<file path="config.mk">
export PLATFORM = sky130hd
export DESIGN_NAME = halfbridge_fault_status_regs
export DESIGN_NICKNAME = d
export VERILOG_FILES = /design/src/hdl/fault_status_pkg.sv /design/src/hdl/fault_flag_latch.sv /design/src/hdl/halfbridge_fault_status_regs.sv
export VERILOG_INCLUDE_DIRS = /design/src /design/src/hdl
export SDC_FILE = /design/constraint.sdc
export NUM_CORES = 1
export LEC_CHECK = 0
export BUFFER_PORTS_ARGS = -buffer_cell sky130_fd_sc_hd__buf_2
export CORE_ASPECT_RATIO = 1.5
export CORE_MARGIN = 2
export CORE_UTILIZATION = 35
export CTS_CLUSTER_DIAMETER = 50
export CTS_CLUSTER_SIZE = 28
export DETAILED_ROUTE_END_ITERATION = 12
export PLACE_DENSITY = 0.73
export SLEW_MARGIN = 30
export SYNTH_ARGS = -nofsm -noshare
export SYNTH_HDL_FRONTEND = slang
export SYNTH_SLANG_ARGS = --single-unit
</file>
<file path="constraint.sdc">
create_clock -name mclk_i -period 1 [get_ports mclk_i]
set_clock_uncertainty 0.05 [all_clocks]
set_input_delay 0.1 -clock mclk_i [delete_from_list [all_inputs] [get_ports mclk_i]]
set_output_delay 0.1 -clock mclk_i [all_outputs]
set_load 0.05 [all_outputs]
</file>
<file path="src/hdl/fault_status_defines.svh">
/*
  Constants for the half-bridge fault status bank: address byte layout,
  register select codes and reset value.
  Assumes a plain include by bare name; no other dependency.
*/
`ifndef FAULT_STATUS_DEFINES_SVH
`define FAULT_STATUS_DEFINES_SVH

// ****************************************************************
// Address byte layout
// ****************************************************************
`define ADDR_OP_BIT 7
`define ADDR_SEL_HI 6
`define ADDR_SEL_LO 2
`define ADDR_ACCESS_TYPE_BIT 1
`define ADDR_FIXED_BIT 0

// ****************************************************************
// Register select codes (middle five bits)
// ****************************************************************
`define SEL_OC_BRIDGES_5_TO_8 5'h0E
`define SEL_OC_BRIDGES_9_TO_12 5'h1E
`define SEL_OL_BRIDGES_1_TO_4 5'h01

// ****************************************************************
// Values and sizes
// ****************************************************************
`define STATUS_RESET_VALUE 8'h00
`define STATUS_WIDTH 8
`define BRIDGE_COUNT_FULL 12

`endif

</file>
<file path="src/hdl/fault_status_pkg.sv">
/*
  Types for the half-bridge fault status bank.
  Assumes nothing beyond a SystemVerilog compiler.
*/
package fault_status_pkg;

  // Address byte of one command as it arrives from the frame engine
  typedef struct packed {
    logic op;
    logic [4:0] sel;
    logic access_type;
    logic fixed_one;
  } addr_byte_t;

  // Read answer carried back to the frame engine
  typedef struct packed {
    logic hit;
    logic [7:0] data;
  } read_answer_t;

endpackage

</file>
<file path="src/hdl/fault_flag_latch.sv">
/*
  One byte of sticky fault flags with byte-wide clear.
  Assumes detect inputs are synchronous to mclk_i.
*/
`timescale 1ns/1ps
`default_nettype none
`include "fault_status_defines.svh"

module fault_flag_latch #(
  parameter int WIDTH = 8
) (
  // Clock and reset
  input wire logic mclk_i,
  input wire logic rst_i,
  // Flag control
  input wire logic [WIDTH-1:0] detect_i,
  input wire logic [WIDTH-1:0] present_i,
  input wire logic clear_i,
  // Flag state
  output logic [WIDTH-1:0] flags_o
);

  logic [WIDTH-1:0] flags_q;
  logic [WIDTH-1:0] flags_d;

  // Set wins over clear; absent channels never set
  assign flags_d = ((clear_i ? '0 : flags_q) | detect_i) & present_i;

  always_ff @(posedge mclk_i or posedge rst_i) begin
    if (rst_i) begin
      flags_q <= WIDTH'(`STATUS_RESET_VALUE);
    end else begin
      flags_q <= flags_d;
    end
  end

  assign flags_o = flags_q;

endmodule
`default_nettype wire

</file>
<file path="src/hdl/halfbridge_fault_status_regs.sv">
/*
  Status bank for overcurrent flags of bridges 5 to 12 and open-load
  flags of bridges 1 to 4, addressed by the command address byte.
  Assumes a frame engine that presents one address byte per command with
  a one-cycle valid strobe, and fault detectors synchronous to mclk_i.
*/
// Notes on behaviour
// - Address middle bits 01110 select overcurrent bridges 5-8
// - Bridge 8 high at bit 7, pairs downward
// - Overcurrent latches flag and disables that switch
// - Middle bits 11110 select bridges 9-12, same order
// - All flags reset to zero
// - Absent channels read as zero always
// - Middle bits 00001 select open load bridges 1-4
// - Address bit 7 set clears, else plain read
// - Flags clear only by controller command
// - Load error summary is OR of flags
`timescale 1ns/1ps
`default_nettype none
`include "fault_status_defines.svh"

module halfbridge_fault_status_regs #(
  parameter int BRIDGE_COUNT = `BRIDGE_COUNT_FULL
) (
  // Clock and reset
  input wire logic mclk_i,
  input wire logic rst_i,
  // Command from frame engine
  input wire logic cmd_valid_i,
  input wire fault_status_pkg::addr_byte_t cmd_addr_i,
  // Fault detectors, high side above low side per bridge
  input wire logic [7:0] oc_detect_5_to_8_i,
  input wire logic [7:0] oc_detect_9_to_12_i,
  input wire logic [7:0] ol_detect_1_to_4_i,
  // Flags held in other banks
  input wire logic load_error_other_i,
  // Read answer
  output fault_status_pkg::read_answer_t rd_answer_o,
  // Switch control and summary
  output logic [15:0] switch_disable_o,
  output logic load_error_summary_o
);

  // ****************************************************************
  // Channel presence
  // ****************************************************************
  logic [7:0] present_5_to_8;
  logic [7:0] present_9_to_12;
  logic [7:0] present_1_to_4;

  genvar gi;
  generate
    for (gi = 0; gi < 8; gi++) begin : g_present
      assign present_1_to_4[gi] = (1 + gi / 2) <= BRIDGE_COUNT;
      assign present_5_to_8[gi] = (5 + gi / 2) <= BRIDGE_COUNT;
      assign present_9_to_12[gi] = (9 + gi / 2) <= BRIDGE_COUNT;
    end
  endgenerate

  // ****************************************************************
  // Address decode
  // ****************************************************************
  function automatic logic sel_match(input fault_status_pkg::addr_byte_t a,
                                     input logic [4:0] code);
    sel_match = (a.sel == code) && a.fixed_one;
  endfunction

  wire hit_oc_5_to_8 = cmd_valid_i && sel_match(cmd_addr_i, `SEL_OC_BRIDGES_5_TO_8);
  wire hit_oc_9_to_12 = cmd_valid_i && sel_match(cmd_addr_i, `SEL_OC_BRIDGES_9_TO_12);
  wire hit_ol_1_to_4 = cmd_valid_i && sel_match(cmd_addr_i, `SEL_OL_BRIDGES_1_TO_4);
  wire any_hit = hit_oc_5_to_8 || hit_oc_9_to_12 || hit_ol_1_to_4;
  wire clear_oc_5_to_8 = hit_oc_5_to_8 && cmd_addr_i.op;
  wire clear_oc_9_to_12 = hit_oc_9_to_12 && cmd_addr_i.op;
  wire clear_ol_1_to_4 = hit_ol_1_to_4 && cmd_addr_i.op;

  // ****************************************************************
  // Flag banks
  // ****************************************************************
  logic [7:0] oc_5_to_8;
  logic [7:0] oc_9_to_12;
  logic [7:0] ol_1_to_4;

  fault_flag_latch #(.WIDTH(8)) u_oc_5_to_8 (
    .mclk_i(mclk_i),
    .rst_i(rst_i),
    .detect_i(oc_detect_5_to_8_i),
    .present_i(present_5_to_8),
    .clear_i(clear_oc_5_to_8),
    .flags_o(oc_5_to_8)
  );

  fault_flag_latch #(.WIDTH(8)) u_oc_9_to_12 (
    .mclk_i(mclk_i),
    .rst_i(rst_i),
    .detect_i(oc_detect_9_to_12_i),
    .present_i(present_9_to_12),
    .clear_i(clear_oc_9_to_12),
    .flags_o(oc_9_to_12)
  );

  fault_flag_latch #(.WIDTH(8)) u_ol_1_to_4 (
    .mclk_i(mclk_i),
    .rst_i(rst_i),
    .detect_i(ol_detect_1_to_4_i),
    .present_i(present_1_to_4),
    .clear_i(clear_ol_1_to_4),
    .flags_o(ol_1_to_4)
  );

  // ****************************************************************
  // Read path and outputs
  // ****************************************************************
  wire [7:0] rd_select = hit_oc_5_to_8 ? oc_5_to_8 :
                         hit_oc_9_to_12 ? oc_9_to_12 :
                         hit_ol_1_to_4 ? ol_1_to_4 : `STATUS_RESET_VALUE;

  fault_status_pkg::read_answer_t rd_answer_q;
  fault_status_pkg::read_answer_t rd_answer_d;

  // Answer carries the value seen before any clear in the same command
  assign rd_answer_d = {any_hit, rd_select};

  always_ff @(posedge mclk_i or posedge rst_i) begin
    if (rst_i) begin
      rd_answer_q <= '0;
    end else begin
      rd_answer_q <= rd_answer_d;
    end
  end

  assign rd_answer_o = rd_answer_q;
  assign switch_disable_o = {oc_9_to_12, oc_5_to_8};
  assign load_error_summary_o = (|oc_5_to_8) || (|oc_9_to_12) || (|ol_1_to_4)
                                || load_error_other_i;

  wire [23:0] all_flags = {ol_1_to_4, oc_9_to_12, oc_5_to_8};
  wire [23:0] all_present = {present_1_to_4, present_9_to_12, present_5_to_8};
  wire [23:0] all_clear = {{8{clear_ol_1_to_4}}, {8{clear_oc_9_to_12}}, {8{clear_oc_5_to_8}}};
  wire [23:0] all_detect = {ol_detect_1_to_4_i, oc_detect_9_to_12_i, oc_detect_5_to_8_i};
endmodule
`default_nettype wire

</file>
==> results.toml, run 1 <==
[yosys]
synth_cell_types = 17
synth.avg_cell_area_sq_um = 13.8
yosys_register_bits = 33
ys_seq_area_frac = 0.630
netlist_area_sq_mm = 0.00131
yosysWarnings = 0
syn-num-nets = 131
netlist_instances = 95

[worst_setup_path]
path_max_fanout = 2
critPathLaunchType = "flop"
rrSetupSlack_ps = -250
worst_r2r_endpoint = "rd_answer_o[5]$_DFF_PP0_"
r2r_cells = 5
path_cells = "nor4_4, and4_1, nand4_1, buf_6"
cp_data_required_time_ps = 850
cp-end-kind = "primary output"
r2r-start = "u_oc_9_to_12.flags_o[5]$_DFF_PP0_"
path_class = "reg2out"
slowest_stage = "dfrtp_2"
cp.buffers_inverters = 1
crit_family = "simple AND/OR/NAND/NOR gates"
cp.depth = 4
slowest_delay_ps = 420
critical_path_arrival_ps = 1510

[grt]
grt_overflow = 0
grt_pass1_vias = 1517
grt_use_total = 0.230
grt_max_degree = 34
grt_pass1_wl_um = 7000
antenna_found_initial = 0

[pwr]
p_int_mw = 2.14
total_power_mw = 2.75
swShare = 0.220
peakVddDrop_uv = 1080
comb_power_share = 0.114
p_sw_mw = 0.606
power_frac_seq = 0.491
leakage_nw = 1.22
p_clk_frac = 0.395
cellPowerDensity_mw_per_mm2 = 1010

[finish]
fin_util = 0.756
area_growth_pct = 108
layout_commonest_cell = "buf_2"
final_layout_size_suffix_gt1_frac = 0.576
fill_cells = 216
fin_nets = 264
mostFrequentLayoutCells = "buf_2 (32), buf_6 (28), a21o_1 (25), dlygate4sd3_1 (25), buf_4 (25)"
finalNonFillerCells = 272
n_antenna_cell = 0

[min_path]
worst_hold_path.endpoint = "rd_answer_o[8]$_DFF_PP0_"
hp-start = "cmd_addr_i[0]"
hp-class = "in2reg"
whs_path_depth = 3

[outcome]
violations = "negative setup slack"
status = "complete, but fails checks"

[timing]
finalCritPeriodShare = 1.66
period_needed_ps = 1660
worst_slew_pin_slew_ps = 493
finalMaxSlewViolations = 0
rsz0062_at_grt = "true"
finalSetupViolations = 35
holdWs_ps = 227
max_freq_ghz = 0.604
hold_viol = 0
post-route-worst-setup-slack_ps = -656
relSlewSlack = 0.671

[clocking]
cts_root_buffer = "clkbuf_8"
clk_path_buf_depth = 2
clk_pin_slew_ps = 60
clk_latency_ps = 280
cts-buffers-inserted = 5
h-tree-depth = 2
cts_tree = "done"
cts.sinks = 33

[routing]
vias = 1395
viasPerCell = 5.13
drtIter0Drc = 31
antenna_left = 0
avgRoutedWirePerCell_um = 17.7
drc = 0
drtPass1Iterations = 4
totalWireLength_um = 4810

[floorplan]
design.core.area_sq_mm = 0.00361
dieHeight_um = 79.0
die_x_um = 54.0
start_util = 0.363
ios = 62
num_rows = 27
die_area_sq_mm = 0.00426

[placed_design]
hpwl_um = 2820
gp_congestion = 0.780
placed_cells = 228
portBuffers = 60

[flow_run]
max_cap_violations = 0
==> cell usage after synthesis, drive strengths merged <==
cell type / n / share of area
or4b: 1 / 0.010
and2: 1 / 0.0048
a21o: 25 / 0.14
and4: 1 / 0.0067
nor3: 1 / 0.0038
and4b: 2 / 0.015
mux2i: 8 / 0.061
nand2b: 1 / 0.0048
nor2: 1 / 0.0029
inv: 1 / 0.0029
nand4: 2 / 0.0095
buf: 2 / 0.0076
nor4: 5 / 0.024
nor3b: 1 / 0.014
nand2: 2 / 0.0057
o2bb2ai: 8 / 0.053
dfrtp: 33 / 0.63
==> area by class of cell <==
cell class | instances | area [sq um] | share of cell area
timing repair buffer | 128 | 1190 | 0.437
clock buffer | 7 | 96.3 | 0.0353
multi-input combinational | 59 | 542 | 0.198
sequential | 33 | 837 | 0.306
inverter | 1 | 3.75 | 0.00137
clock inverter | 1 | 5.00 | 0.00183
tap | 43 | 53.8 | 0.0197
==> layer usage <==
metal	GRT usage	up-vias	wire length, um
met2	0.388	46	2660
li1	-	625	-
met1	0.270	711	1850
met5	0	-	0
met4	0.130	0	131
met3	0.0320	13	169
==> worst max-delay path by stage <==
stage / start / endpoint / slack [ps]
floorplan: u_oc_5_to_8.flags_o[6]$_DFF_PP0_ / load_error_summary_o / -580
global placement: u_oc_5_to_8.flags_o[3]$_DFF_PP0_ / load_error_summary_o / -420
detailed placement: u_oc_5_to_8.flags_o[3]$_DFF_PP0_ / load_error_summary_o / -410
CTS: u_oc_5_to_8.flags_o[6]$_DFF_PP0_ / load_error_summary_o / -680
global route: u_oc_9_to_12.flags_o[5]$_DFF_PP0_ / load_error_summary_o / -730
finish: u_oc_9_to_12.flags_o[5]$_DFF_PP0_ / load_error_summary_o / -660
==> through the flow <==
step	setup TNS [ps]	area, sq um	worst slack (ps)
final	-3950	2730	-656
after global routing	-4780	2730	-731
after CTS	-3170	2600	-678
after detailed placement	-8800	1940	-414
after global placement	-7610	1940	-423
after floorplan	-4290	1340	-582
==> state kept, by name, summed over array words and instances (netlist names) <==
name                  flops
rd_answer_o               9
u_oc_9_to_12.flags_o      8
u_ol_1_to_4.flags_o       8
u_oc_5_to_8.flags_o       8
==> cell families after synthesis <==
kind of cell / Yosys count / synth area share
AO/OA/AOI/OAI: 33 / 0.197
buffers and inverters: 3 / 0.0105
flip-flops: 33 / 0.630
multiplexers: 8 / 0.0611
AND/OR/NAND/NOR: 18 / 0.102
==> worst reg2reg max path, stage by stage, from the launching register on <==
cell	delay (ps)
dfrtp_2	420
buf_4	140
buf_4	120
buf_6	120
mux2i_2	180
o2bb2ai_2	100
==> power groups by stage <==
| stage | Sequential (mW) | Clock (mW) | Combinational [mW] |
|---|---|---|---|
| final | 1.35 | 1.09 | 0.313 |
| after global routing | 1.35 | 1.19 | 0.333 |
| after CTS | 1.35 | 1.11 | 0.296 |
| after detailed placement | 1.37 | 0 | 0.205 |
| after global placement | 1.37 | 0 | 0.198 |
| after floorplan | 1.40 | 0 | 0.0585 |
==> timing repair <==
item | 4_1_cts | 5_1_grt
endpoints found under the setup margin | 43 | 43
gates resized for setup | 78 | 24
endpoints found under the hold margin | 57 | 0
gates cloned | 0 | 0
hold buffers | 25 | 0
buffers inserted | 8 | 12
pin swaps | 2 | 3
No activity file was read; power rests on OpenSTA's default activity.
==> run 2, diff against run 1 <==
--- a/config.mk
+++ b/config.mk
@@ -9,11 +9,11 @@
 export BUFFER_PORTS_ARGS = -buffer_cell sky130_fd_sc_hd__buf_2
 export CORE_ASPECT_RATIO = 1.5
 export CORE_MARGIN = 2
-export CORE_UTILIZATION = 35
+export CORE_UTILIZATION = 41
 export CTS_CLUSTER_DIAMETER = 50
 export CTS_CLUSTER_SIZE = 28
 export DETAILED_ROUTE_END_ITERATION = 12
-export PLACE_DENSITY = 0.73
+export PLACE_DENSITY = 0.82
 export SLEW_MARGIN = 30
 export SYNTH_ARGS = -nofsm -noshare
 export SYNTH_HDL_FRONTEND = slang
==> run 2 against run 1 <==
Effect of this change: the run still ends with negative setup slack left; global-route usage is 8.0 points higher; critical path type unchanged; sequential cell count did not move; largest power group unchanged; first-iteration DRC count is 48% higher; routed wire length grew 23%; critical path depth stayed put.
==> results.toml, run 2 (synthesis results as in run 1) <==
[routing]
totalWireLength_um = 5920
drc = 0
antenna_left = 0
avgRoutedWirePerCell_um = 21.9
vias = 1470
drtPass1Iterations = 4
drtIter0Drc = 46
viasPerCell = 5.44

[worst_setup_path]
path_class = "reg2out"
path_max_fanout = 2
slowest_delay_ps = 450
critical_path_arrival_ps = 1600
critPathLaunchType = "flop"
cp_data_required_time_ps = 850
cp-end-kind = "primary output"
crit_family = "simple AND/OR/NAND/NOR gates"
slowest_stage = "dfrtp_2"
cp.buffers_inverters = 1
path_cells = "nor4_4, and4_1, nand4_1, buf_6"

[floorplan]
die_area_sq_mm = 0.00368
num_rows = 25
dieHeight_um = 73.3
design.core.area_sq_mm = 0.00310
start_util = 0.423
ios = 62
die_x_um = 50.2

[clocking]
clk_path_buf_depth = 2
clk_pin_slew_ps = 80
clk_latency_ps = 300
cts.sinks = 33
h-tree-depth = 2
cts_tree = "done"
cts_root_buffer = "clkbuf_8"
cts-buffers-inserted = 5

[pwr]
leakage_nw = 1.24
total_power_mw = 2.74
cellPowerDensity_mw_per_mm2 = 970
peakVddDrop_uv = 1280

[finish]
layout_commonest_cell = "buf_6"
n_antenna_cell = 0
fin_util = 0.914
mostFrequentLayoutCells = "buf_6 (35), buf_2 (32), a21o_1 (25), dlygate4sd3_1 (25), dfrtp_1 (24)"
final_layout_size_suffix_gt1_frac = 0.591
fill_cells = 107
largest_register_ffs = 9
fin_nets = 265
area_growth_pct = 116

[flow_run]
max_cap_violations = 0

[timing]
period_needed_ps = 1750
relSlewSlack = 0.646
finalSetupViolations = 31
holdWs_ps = 263
worst_slew_pin_slew_ps = 530
max_freq_ghz = 0.571
finalMaxSlewViolations = 0
rsz0062_at_grt = "true"
post-route-worst-setup-slack_ps = -751
hold_viol = 0
finalCritPeriodShare = 1.75

[grt]
grt_use_total = 0.311
grt_pass1_vias = 1540
grt_max_degree = 34
grt_pass1_wl_um = 7980
grt_overflow = 0
antenna_found_initial = 0

[outcome]
status = "complete, but fails checks"
violations = "negative setup slack"

[min_path]
hp-class = "in2reg"

[placed_design]
portBuffers = 60
gp_congestion = 0.799
hpwl_um = 2780
-- run 2: cell count changes in the layout (fill, tap and decap cells not counted), sizes merged --
cell | before | now
clkinv | 1 | 0
buf | 103 | 104
clkbuf | 7 | 8
-- run 2: final cells by class --
cell class	instances	area, sq um	area share
Tap cell	40	50.0	0.0177
Sequential cell	33	837	0.296
Inverter	1	3.75	0.00133
Multi-Input combinational cell	59	633	0.224
Clock buffer	8	90.1	0.0318
Timing Repair Buffer	129	1210	0.429
-- run 2: what timing repair did --
| action | in CTS | in global routing |
|---|---|---|
| pin swaps | 9 | 4 |
| cloned | 1 | 0 |
| buffers inserted | 8 | 5 |
| endpoints found under the hold margin | 57 | 0 |
| endpoints found under the setup margin | 36 | 44 |
| hold buffers | 25 | 0 |
| resized for setup | 99 | 18 |
-- run 2: final timing paths --
kind | from | endpoint | slack, ps | cells after the start
setup / recovery | u_oc_9_to_12.flags_o[5]$_DFF_PP0_ | load_error_summary_o | -750 | 4
hold / removal | cmd_addr_i[3] | rd_answer_o[3]$_DFF_PP0_ | 260 | 5
setup reg to reg | u_oc_9_to_12.flags_o[5]$_DFF_PP0_ | rd_answer_o[5]$_DFF_PP0_ | -240 | 5
hold reg to reg | u_ol_1_to_4.flags_o[0]$_DFF_PP0_ | rd_answer_o[0]$_DFF_PP0_ | 540 | 2
max in group asynchronous | rst_i | u_oc_9_to_12.flags_o[0]$_DFF_PP0_ | 350 | 4
min in group asynchronous | rst_i | rd_answer_o[5]$_DFF_PP0_ | 340 | 4
-- run 2: worst reg2reg max path, stage by stage (launching register included) --
cell and delay, ps:
dfrtp_2 450, buf_4 150, buf_6 110, buf_6 120, mux2i_2 150, o2bb2ai_1 80
-- run 2: power breakdown --
part / total, mW / internal, mW / switching [mW]
combinational: 0.341 / 0.190 / 0.151
clock: 1.05 / 0.561 / 0.491
sequential: 1.35 / 1.34 / 0.00627
total: 2.74 / 2.10 / 0.648
-- run 2: routing by layer --
layer	global-route usage	vias to the layer above	part of all wire
li1	-	631	-
met1	0.353	742	0.37
met2	0.535	74	0.54
met3	0.0569	23	0.039
met4	0.188	0	0.045
met5	0	-	0
-- run 2: through the flow --
step                setup TNS (ps)  setup slack (ps)  instances  cell area [sq um]
finish                       -4390              -751        270               2830
global route                 -5180              -826        270               2830
CTS                          -3470              -705        266               2700
detailed placement           -8680              -459        226               1930
global placement             -7840              -458        226               1930
floorplan                    -4290              -582         95               1340
